<file path="src/lpm_pkg.sv">
// package for the low-power mode sequencer: register map, fields, states, timing.
// assumes a single 100 MHz bus clock and a plain strobe register port.
package lpm_pkg;

   // register offsets (byte-wide registers on the plain port)
   localparam logic [7:0] LPM_CTRL_ADDR   = 8'h00;
   localparam logic [7:0] LPM_STATUS_ADDR = 8'h01;
   localparam logic [7:0] LPM_RTI_ADDR    = 8'h02;

   // control register fields
   localparam int LPM_CTRL_STOP_ENABLE_BIT_BIT  = 0;
   localparam int LPM_CTRL_DEEP_BIT   = 1;
   localparam int LPM_CTRL_LOW_VOLTAGE_DETECT_ENABLE_BIT   = 2;
   localparam int LPM_CTRL_LOW_VOLTAGE_DETECT_STOP_ENABLE_BIT  = 3;
   localparam int LPM_CTRL_DBGEN_BIT  = 4;
   localparam int LPM_CTRL_ACK_BIT    = 7;
   localparam logic [4:0] LPM_CTRL_RESET = 5'h00;

   // status register fields
   localparam int LPM_STAT_WAKEF_BIT  = 0;
   localparam int LPM_STAT_LATCH_BIT  = 1;
   localparam int LPM_STAT_MODE_LSB   = 4;

   // periodic wake-up
   localparam logic [2:0] LPM_RTI_RESET   = 3'h0;
   localparam logic [2:0] LPM_RTI_OFF     = 3'h0;
   localparam int LPM_CLK_MHZ             = 100;
   localparam int LPM_LPO_PERIOD_US       = 1000;
   localparam int LPM_LPO_CYCLES          = LPM_LPO_PERIOD_US * LPM_CLK_MHZ;

   localparam int LPM_PIN_W = 8;

   typedef enum logic [2:0] {
      LPM_RUN   = 3'b000,
      LPM_WAIT  = 3'b001,
      LPM_LIGHT = 3'b010,
      LPM_DEEP  = 3'b011,
      LPM_BKGD  = 3'b100
   } lpm_mode_type;

endpackage

</file>
<file path="src/lpm_ctrl.sv">
// low-power mode sequencer: wait, light stop and deep stop with pin latch.
// assumes the cpu reports instructions as one-cycle pulses and obeys the
// run/clock enables; wake sources arrive synchronous to clk_i.
//
// Design decisions made here: the register addresses and strobed register access.
`timescale 1ns/1ps

module lpm_ctrl
   import lpm_pkg::*;
(
   // clock and reset
   input  wire logic                 clk_i,
   input  wire logic                 rstn_i,
   input  wire logic                 por_i,
   // register port
   input  wire logic [7:0]           addr_i,
   input  wire logic [7:0]           wdata_i,
   input  wire logic                 wr_i,
   input  wire logic                 rd_i,
   output logic      [7:0]           rdata_o,
   // cpu instruction events
   input  wire logic                 wait_instr_i,
   input  wire logic                 stop_instr_i,
   input  wire logic                 irq_pending_i,
   output logic                      cpu_clk_en_o,
   output logic                      clear_imask_o,
   output logic                      illegal_reset_o,
   output logic                      fetch_reset_vec_o,
   output logic                      fetch_irq_vec_o,
   output logic                      sys_reset_o,
   // wake sources
   input  wire logic                 reset_pin_n_i,
   input  wire logic                 ext_int_n_i,
   input  wire logic                 lvd_int_i,
   input  wire logic                 conv_int_i,
   input  wire logic                 kbi_int_i,
   input  wire logic                 sci_int_i,
   input  wire logic                 ext_int_i,
   // debug command
   input  wire logic                 bkgd_cmd_i,
   input  wire logic                 status_cmd_i,
   input  wire logic                 other_cmd_i,
   output logic                      cmd_accept_o,
   output logic                      cmd_err_stopwait_o,
   output logic                      bkgd_active_o,
   // power and clock controls
   output logic                      periph_clk_en_o,
   output logic                      dbg_clk_en_o,
   output logic                      osc_en_o,
   output logic                      clkgen_standby_o,
   output logic                      reg_standby_o,
   output logic                      logic_power_on_o,
   output logic                      lpo_en_o,
   // pins
   input  wire logic [LPM_PIN_W-1:0] port_out_i,
   input  wire logic [LPM_PIN_W-1:0] port_oe_i,
   input  wire logic [LPM_PIN_W-1:0] periph_out_i,
   input  wire logic [LPM_PIN_W-1:0] periph_oe_i,
   input  wire logic [LPM_PIN_W-1:0] periph_en_i,
   output logic      [LPM_PIN_W-1:0] pin_out_o,
   output logic      [LPM_PIN_W-1:0] pin_oe_o
);

   typedef struct packed {
      lpm_mode_type          mode;
      logic [4:0]            ctrl;
      logic [2:0]            rti_sel;
      logic                  wake_flag;
      logic                  latched;
      logic [LPM_PIN_W-1:0]  lat_out;
      logic [LPM_PIN_W-1:0]  lat_oe;
      logic [20:0]           lpo_cnt;
      logic                  rti_tick;
      logic                  light_stop_sel;
      logic                  dbg_in_stop;
      logic [7:0]            rdata;
      logic                  illegal;
      logic                  rst_vec;
      logic                  irq_vec;
      logic                  sysrst;
   } lpm_state_type;

   lpm_state_type s_q;
   lpm_state_type s_d;

   logic in_stop;
   logic low_power;
   logic wr_ctrl;
   logic light_wake;
   logic deep_wake;

   function automatic logic [LPM_PIN_W-1:0] pin_mux(input logic [LPM_PIN_W-1:0] en,
                                                     input logic [LPM_PIN_W-1:0] p,
                                                     input logic [LPM_PIN_W-1:0] g);
      pin_mux = (en & p) | (~en & g);
   endfunction

   assign in_stop   = (s_q.mode == LPM_LIGHT) || (s_q.mode == LPM_DEEP);
   assign low_power = in_stop || (s_q.mode == LPM_WAIT);
   assign wr_ctrl   = wr_i && (addr_i == LPM_CTRL_ADDR);

   // periodic wake counts only with a non-zero period select
   assign light_wake = ~reset_pin_n_i | s_q.rti_tick | lvd_int_i | conv_int_i
                     | ext_int_i | kbi_int_i | sci_int_i;
   // external pin forced active low regardless of its earlier setup
   assign deep_wake  = ~reset_pin_n_i | ~ext_int_n_i | s_q.rti_tick;

   always_comb begin
      s_d          = s_q;
      s_d.illegal  = 1'b0;
      s_d.rst_vec  = 1'b0;
      s_d.irq_vec  = 1'b0;
      s_d.sysrst   = 1'b0;
      s_d.rti_tick = 1'b0;
      s_d.rdata    = 8'h00;

      // free-running low-power oscillator model, off when period select is zero
      if (s_q.rti_sel == LPM_RTI_OFF) begin
         s_d.lpo_cnt = '0;
      // longest period setting needs 21 bits of count
      end else if (s_q.lpo_cnt >= 21'((LPM_LPO_CYCLES << s_q.rti_sel) >> 3) - 21'd1) begin
         s_d.lpo_cnt  = '0;
         s_d.rti_tick = 1'b1;
      end else begin
         s_d.lpo_cnt = s_q.lpo_cnt + 21'd1;
      end

      if (wr_i) begin
         case (addr_i)
            LPM_CTRL_ADDR: begin
               s_d.ctrl = wdata_i[4:0];
            end
            LPM_RTI_ADDR: begin
               s_d.rti_sel = wdata_i[2:0];
            end
            default: begin
            end
         endcase
      end
      // acknowledge releases latch and flag; software restores ports first
      if (wr_ctrl && wdata_i[LPM_CTRL_ACK_BIT]) begin
         s_d.latched   = 1'b0;
         s_d.wake_flag = 1'b0;
      end
      if (rd_i) begin
         case (addr_i)
            LPM_CTRL_ADDR:   s_d.rdata = {3'h0, s_q.ctrl};
            LPM_STATUS_ADDR: s_d.rdata = {1'b0, s_q.mode, 2'h0, s_q.latched, s_q.wake_flag};
            LPM_RTI_ADDR:    s_d.rdata = {5'h0, s_q.rti_sel};
            default:         s_d.rdata = 8'h00;
         endcase
      end

      case (s_q.mode)
         LPM_RUN: begin
            if (wait_instr_i) begin
               s_d.mode = LPM_WAIT;
            end else if (stop_instr_i) begin
               if (!s_q.ctrl[LPM_CTRL_STOP_ENABLE_BIT_BIT]) begin
                  s_d.illegal = 1'b1;
                  s_d.sysrst  = 1'b1;
                  s_d.rst_vec = 1'b1;
               end else begin
                  s_d.dbg_in_stop = s_q.ctrl[LPM_CTRL_DBGEN_BIT];
                  s_d.light_stop_sel = s_q.ctrl[LPM_CTRL_LOW_VOLTAGE_DETECT_ENABLE_BIT] && s_q.ctrl[LPM_CTRL_LOW_VOLTAGE_DETECT_STOP_ENABLE_BIT];
                  if (s_q.ctrl[LPM_CTRL_DEEP_BIT]
                      && !(s_q.ctrl[LPM_CTRL_LOW_VOLTAGE_DETECT_ENABLE_BIT] && s_q.ctrl[LPM_CTRL_LOW_VOLTAGE_DETECT_STOP_ENABLE_BIT])
                      && !s_q.ctrl[LPM_CTRL_DBGEN_BIT]) begin
                     s_d.mode    = LPM_DEEP;
                     s_d.latched = 1'b1;
                     s_d.lat_out = pin_out_o;
                     s_d.lat_oe  = pin_oe_o;
                  end else begin
                     s_d.mode = LPM_LIGHT;
                  end
               end
            end
         end
         LPM_WAIT: begin
            if (bkgd_cmd_i) begin
               s_d.mode = LPM_BKGD;
            end else if (irq_pending_i) begin
               s_d.mode    = LPM_RUN;
               s_d.irq_vec = 1'b1;
            end
         end
         LPM_LIGHT: begin
            if (bkgd_cmd_i && s_q.dbg_in_stop) begin
               s_d.mode = LPM_BKGD;
            end else if (!reset_pin_n_i) begin
               s_d.mode    = LPM_RUN;
               s_d.sysrst  = 1'b1;
               s_d.rst_vec = 1'b1;
            end else if (light_wake) begin
               s_d.mode    = LPM_RUN;
               s_d.irq_vec = 1'b1;
            end
         end
         LPM_DEEP: begin
            if (deep_wake) begin
               // behaves as power-on except latches and ram survive and the wake flag is set
               s_d.mode      = LPM_RUN;
               s_d.ctrl      = LPM_CTRL_RESET;
               s_d.rti_sel   = LPM_RTI_RESET;
               s_d.sysrst    = 1'b1;
               s_d.rst_vec   = 1'b1;
               s_d.wake_flag = 1'b1;
            end
         end
         LPM_BKGD: begin
            if (other_cmd_i) begin
               s_d.mode = LPM_RUN;
            end
         end
         default: begin
            s_d.mode = LPM_RUN;
         end
      endcase
   end

   always_ff @(posedge clk_i) begin
      if (!rstn_i) begin
         s_q         <= '0;
         s_q.mode    <= LPM_RUN;
         s_q.ctrl    <= LPM_CTRL_RESET;
         s_q.rti_sel <= LPM_RTI_RESET;
      end else if (por_i) begin
         // a true power-on leaves the wake flag clear
         s_q         <= '0;
         s_q.mode    <= LPM_RUN;
      end else begin
         s_q <= s_d;
      end
   end

   assign rdata_o           = s_q.rdata;
   assign illegal_reset_o   = s_q.illegal;
   assign fetch_reset_vec_o = s_q.rst_vec;
   assign fetch_irq_vec_o   = s_q.irq_vec;
   assign sys_reset_o       = s_q.sysrst;
   assign bkgd_active_o     = (s_q.mode == LPM_BKGD);

   assign cpu_clk_en_o  = (s_q.mode == LPM_RUN);
   assign clear_imask_o = (s_q.mode == LPM_RUN) && wait_instr_i;

   // in low-power modes only background and status commands are honoured
   assign cmd_accept_o       = !low_power || bkgd_cmd_i || status_cmd_i;
   assign cmd_err_stopwait_o = low_power && status_cmd_i;

   assign periph_clk_en_o  = !in_stop;
   assign dbg_clk_en_o     = !in_stop || s_q.dbg_in_stop;
   assign osc_en_o         = !in_stop || s_q.dbg_in_stop;
   assign clkgen_standby_o = in_stop && !s_q.dbg_in_stop;
   assign reg_standby_o    = in_stop && !s_q.dbg_in_stop && !s_q.light_stop_sel;
   assign logic_power_on_o = (s_q.mode != LPM_DEEP);
   assign lpo_en_o         = (s_q.rti_sel != LPM_RTI_OFF);

   // latched pins win; otherwise port control drives unenabled peripherals
   assign pin_out_o = s_q.latched ? s_q.lat_out
                    : pin_mux(periph_en_i, periph_out_i, port_out_i);
   assign pin_oe_o  = s_q.latched ? s_q.lat_oe
                    : pin_mux(periph_en_i, periph_oe_i, port_oe_i);

endmodule

</file>
<file path="config.mk">
export PLATFORM = sky130hd
export DESIGN_NAME = lpm_ctrl
export DESIGN_NICKNAME = d
export VERILOG_FILES = /design/src/lpm_pkg.sv /design/src/lpm_ctrl.sv
export SDC_FILE = /design/constraint.sdc
export NUM_CORES = 1
export LEC_CHECK = 0
export ABC_AREA = 1
export BUFFER_PORTS_ARGS = -buffer_cell sky130_fd_sc_hd__buf_2
export CORE_AREA = 2 2 97 99
export DETAILED_ROUTE_END_ITERATION = 8
export DIE_AREA = 0 0 99 101
export PLACE_DENSITY = 0.75
export SLEW_MARGIN = 30
export SYNTH_ARGS = -nofsm -noshare
export SYNTH_HDL_FRONTEND = slang
export SYNTH_SLANG_ARGS = --single-unit
</file>
<file path="constraint.sdc">
create_clock -name clk_i -period 6.9 [get_ports clk_i]
set_input_delay 1.035 -clock clk_i [delete_from_list [all_inputs] [get_ports clk_i]]
set_output_delay 1.035 -clock clk_i [all_outputs]
set_load 0.02 [all_outputs]
</file>
==> summary by stage <==
Floorplan
The core area is 0.008977 sq mm. The x dimension of the die is 99 microns. The number of I/O pins is 114. The area enclosed by the die boundary is 0.009999 sq mm. From bottom edge to top edge, the die measures 101 microns. The row count is 35. The initial core utilization is 0.4898.

STA
Setup violations remaining at the end of the flow were counted as 0. The shortest clock period the worst path allows after layout is 3.986 ns. The worst clock skew on the final layout is 0.01212 ns. Dividing the final minimum period by the clock period gives 0.5777. The final count of hold timing violations is 0.

Across all hold checks on the routed design, the worst slack comes to 0.4853 ns. For the final routed database, the setup TNS stands at 0 ns. The count of final max-slew check failures is 0. For the pin with the worst max-slew slack, the measured transition is 0.9055 ns. The worst slew slack as a fraction of its limit is 0.3957. Setup repair after global routing left no endpoint under its margin.

Derived from the worst setup path, the maximum achievable clock frequency is 250.9 MHz.

Route
Summing over every cut layer, the via total after detailed routing is 4518. In this run the remaining antenna-violating nets after routing total 0. The length of the first detailed-routing pass in iterations is 5. The DRC violation total after the first TritonRoute iteration is 221.

After detailed routing, the average wire length per cell comes to 12.02 microns. The final wirelength is 10830 microns. The ratio of routed vias to standard cells is 5.014.

In the routed design, unresolved DRC markers number 0.

Critical path
The arrival time at the worst endpoint is 4.24 ns. The top fanout value on the critical path is 21. The endpoint required time on the critical path is 7.15 ns. The critical path capture point type is a flop.

The kind of start point of the critical path is a flop. The kind of critical path is flop to flop.

Clock network
In this run, post-CTS repair resized a total of 0 instances. The H-tree generated during clock tree synthesis spans 3 levels. The later pin in the worst-skew pair is clocked with a latency of 0.34 ns. The total clock buffers created by CTS is 9. The clock tree from TritonCTS is built. The clock passes through at most 2 buffers.

The library cell used as clock root buffer is sky130_fd_sc_hd__clkbuf_8. Buffers inserted to repair hold after CTS numbered 0. The total setup buffers inserted after CTS is 0. The clock sink count is 63. The clock transition at the register clock pins on the worst setup and hold paths after CTS is 0.08 ns.

Final layout
The library cell used most frequently in the layout, excluding fill and tap cells, is sky130_fd_sc_hd__nor2_1. The number of antenna cells inserted is 0. After the last flow step, the layout net total stands at 890. The fraction of layout cells with a size suffix above 1 is 0.1861. The area growth from synthesis to layout is 16.59%. Fill cells in the final layout number 875. The library cells used most frequently in the layout, excluding fill and tap cells, are sky130_fd_sc_hd__nor2_1, sky130_fd_sc_hd__nand2_1, sky130_fd_sc_hd__buf_2.

Yosys
Each instance of the synthesized netlist takes up on average 6.419 sq um. Synthesis produced a netlist with a net count of 790. Synthesis handed over a netlist of 685 instances.

The synthesized design contains 0 enable-type register cells. Counting distinct cell types in the post-synthesis netlist gives 37. The flip-flop and latch count after synthesis is 63. The number of synthesis warnings is 0. The most used flip-flop cell after synthesis is sky130_fd_sc_hd__dfxtp_1. The share of synthesized registers carrying an async set or reset is 0. Summing every instance area after synthesis gives 0.004397 sq mm. The share of the Yosys chip area taken by registers is 0.2869.

Power
Power spread over the standard cell area amounts to 151.8 mW/mm^2. The portion of total power attributed to sequential cells is 0.471. The share of total power dissipated in the clock network is 0.412. The net switching power is 0.2123 mW. Of the total power, combinational logic draws 0.117. Cell internal power was estimated by the tool at 0.5660 mW. Of the total power, the share spent switching nets is 0.2727. Summed over all cells, the static leakage comes to 2.535 nW. The worst-case IR drop observed on VDD is 86.83 uV.

Run status
The run finished with clean final reports.

Global routing
The total overflow left after global routing is 0. The overall routing resource usage is 0.2116. The maximum number of pins on one net before global-route repair is 26. The initial antenna violation count came to 0. The first-pass GRT wire length is 17540 microns.

The via count of the first global-routing pass is 4067.

Placement
Routability-driven placement finished with a final weighted congestion of 0.9021. The half-perimeter wire length after placement is 8486 microns. The count of port buffers added during placement is 110.

Worst hold path
The tightest min-delay check is of the flop to flop type.

Run
The tool flagged a number of max-cap violations equal to 0.
-- layout make-up --
cell class | instances | area [sq um] | area share
clock buffer | 10 | 127.6 | 0.02490
clock inverter | 6 | 61.31 | 0.01196
inverter | 87 | 329.1 | 0.06419
multi-input combinational | 514 | 2658 | 0.5184
sequential | 63 | 1261 | 0.2460
tap | 111 | 138.9 | 0.02709
timing repair buffer | 110 | 550.5 | 0.1074
-- state kept, by name (all words and copies together) (netlist names) --
name	flops
fetch_reset_vec_o	1
rdata_o	7
s_q	53
fetch_irq_vec_o	1
illegal_reset_o	1
-- routing by layer --
metal	track usage	part of all wire	up-vias
met5	0	0	-
met4	0.05058	0.0078	0
met3	0.05132	0.059	11
met2	0.3555	0.47	128
met1	0.2749	0.47	2024
li1	-	-	2355
-- logic make-up (layout without fill, tap and decap cells) --
kind of cell,count (synthesis),after routing,share of synthesized area
flip-flops,63,63,0.2869
XOR/XNOR,20,20,0.03984
adder cells (fa/ha/maj),31,31,0.08822
AO/OA/AOI/OAI,97,97,0.1167
other,1,1,0.0008529
buffers and inverters,108,213,0.1087
AND/OR/NAND/NOR,365,365,0.3588
-- worst max-delay path, cell delays in order (launching register included) --
cell	delay [ns]
sky130_fd_sc_hd__dfxtp_1	0.50
sky130_fd_sc_hd__inv_1	0.17
sky130_fd_sc_hd__ha_1	0.27
sky130_fd_sc_hd__inv_1	0.06
sky130_fd_sc_hd__nor2_1	0.06
sky130_fd_sc_hd__inv_1	0.10
sky130_fd_sc_hd__ha_1	0.21
sky130_fd_sc_hd__nand4_1	0.17
sky130_fd_sc_hd__nor2_4	0.24
sky130_fd_sc_hd__nand2_1	0.12
sky130_fd_sc_hd__o21bai_1	0.13
sky130_fd_sc_hd__nand2_1	0.07
sky130_fd_sc_hd__ha_1	0.28
sky130_fd_sc_hd__nand2_1	0.06
sky130_fd_sc_hd__nand2_1	0.04
sky130_fd_sc_hd__nand2_1	0.05
sky130_fd_sc_hd__nand2_1	0.05
sky130_fd_sc_hd__nand2_1	0.05
sky130_fd_sc_hd__nand2_1	0.08
sky130_fd_sc_hd__nor2_1	0.17
sky130_fd_sc_hd__nand4_1	0.71
sky130_fd_sc_hd__nor2_1	0.29
-- worst paths after layout --
check | from | endpoint | slack (ns) | cells after the start
worst max register to register | s_q[54] | s_q[20] | 2.91 | 21
worst min register to register | s_q[53] | s_q[53] | 0.49 | 2
worst max-delay path | s_q[54] | s_q[20] | 2.91 | 21
worst min-delay path | s_q[53] | s_q[53] | 0.49 | 2
-- power by group through the flow --
stage                     clock network (mW)  logic, mW  registers (mW)
after floorplan                            0     0.0503           0.375
after global placement                     0     0.0891           0.375
after detailed placement                   0     0.0906           0.375
after CTS                              0.326     0.0912           0.366
after global routing                   0.342      0.100           0.366
final                                  0.321     0.0911           0.366
-- Yosys cell counts, drive strengths merged (2+ instances only) --
cell      n  area, sq um
nor2    164        664.4
nand2   143        564.3
inv      86        325.3
dfxtp    63         1261
a21oi    50        254.0
o21ai    38        193.9
ha       31        387.9
nand3    30        167.7
buf      19        141.4
xor2     15        131.4
nand4    13        81.33
nor3      9        56.31
o21bai    5        37.54
xnor2     5        43.79
nand3b    3        22.52
a21o      2        15.01
a31oi     2        12.51
clkbuf    2        7.510
nor3b     2        15.01
-- stage by stage --
step | setup WS, ns | std cells | power, mW | area (sq um) | util
after global routing | 2.288 | 901 | 0.8083 | 5126 | 0.5710
after CTS | 2.867 | 901 | 0.7834 | 5126 | 0.5710
final | 2.914 | 901 | 0.7783 | 5126 | 0.5710
after global placement | 3.060 | 885 | 0.4639 | 4937 | 0.5500
after floorplan | 3.900 | 685 | 0.4256 | 4397 | -
after detailed placement | 2.894 | 885 | 0.4655 | 4937 | 0.5500
Note: power is estimated with default switching activity, not from simulation.
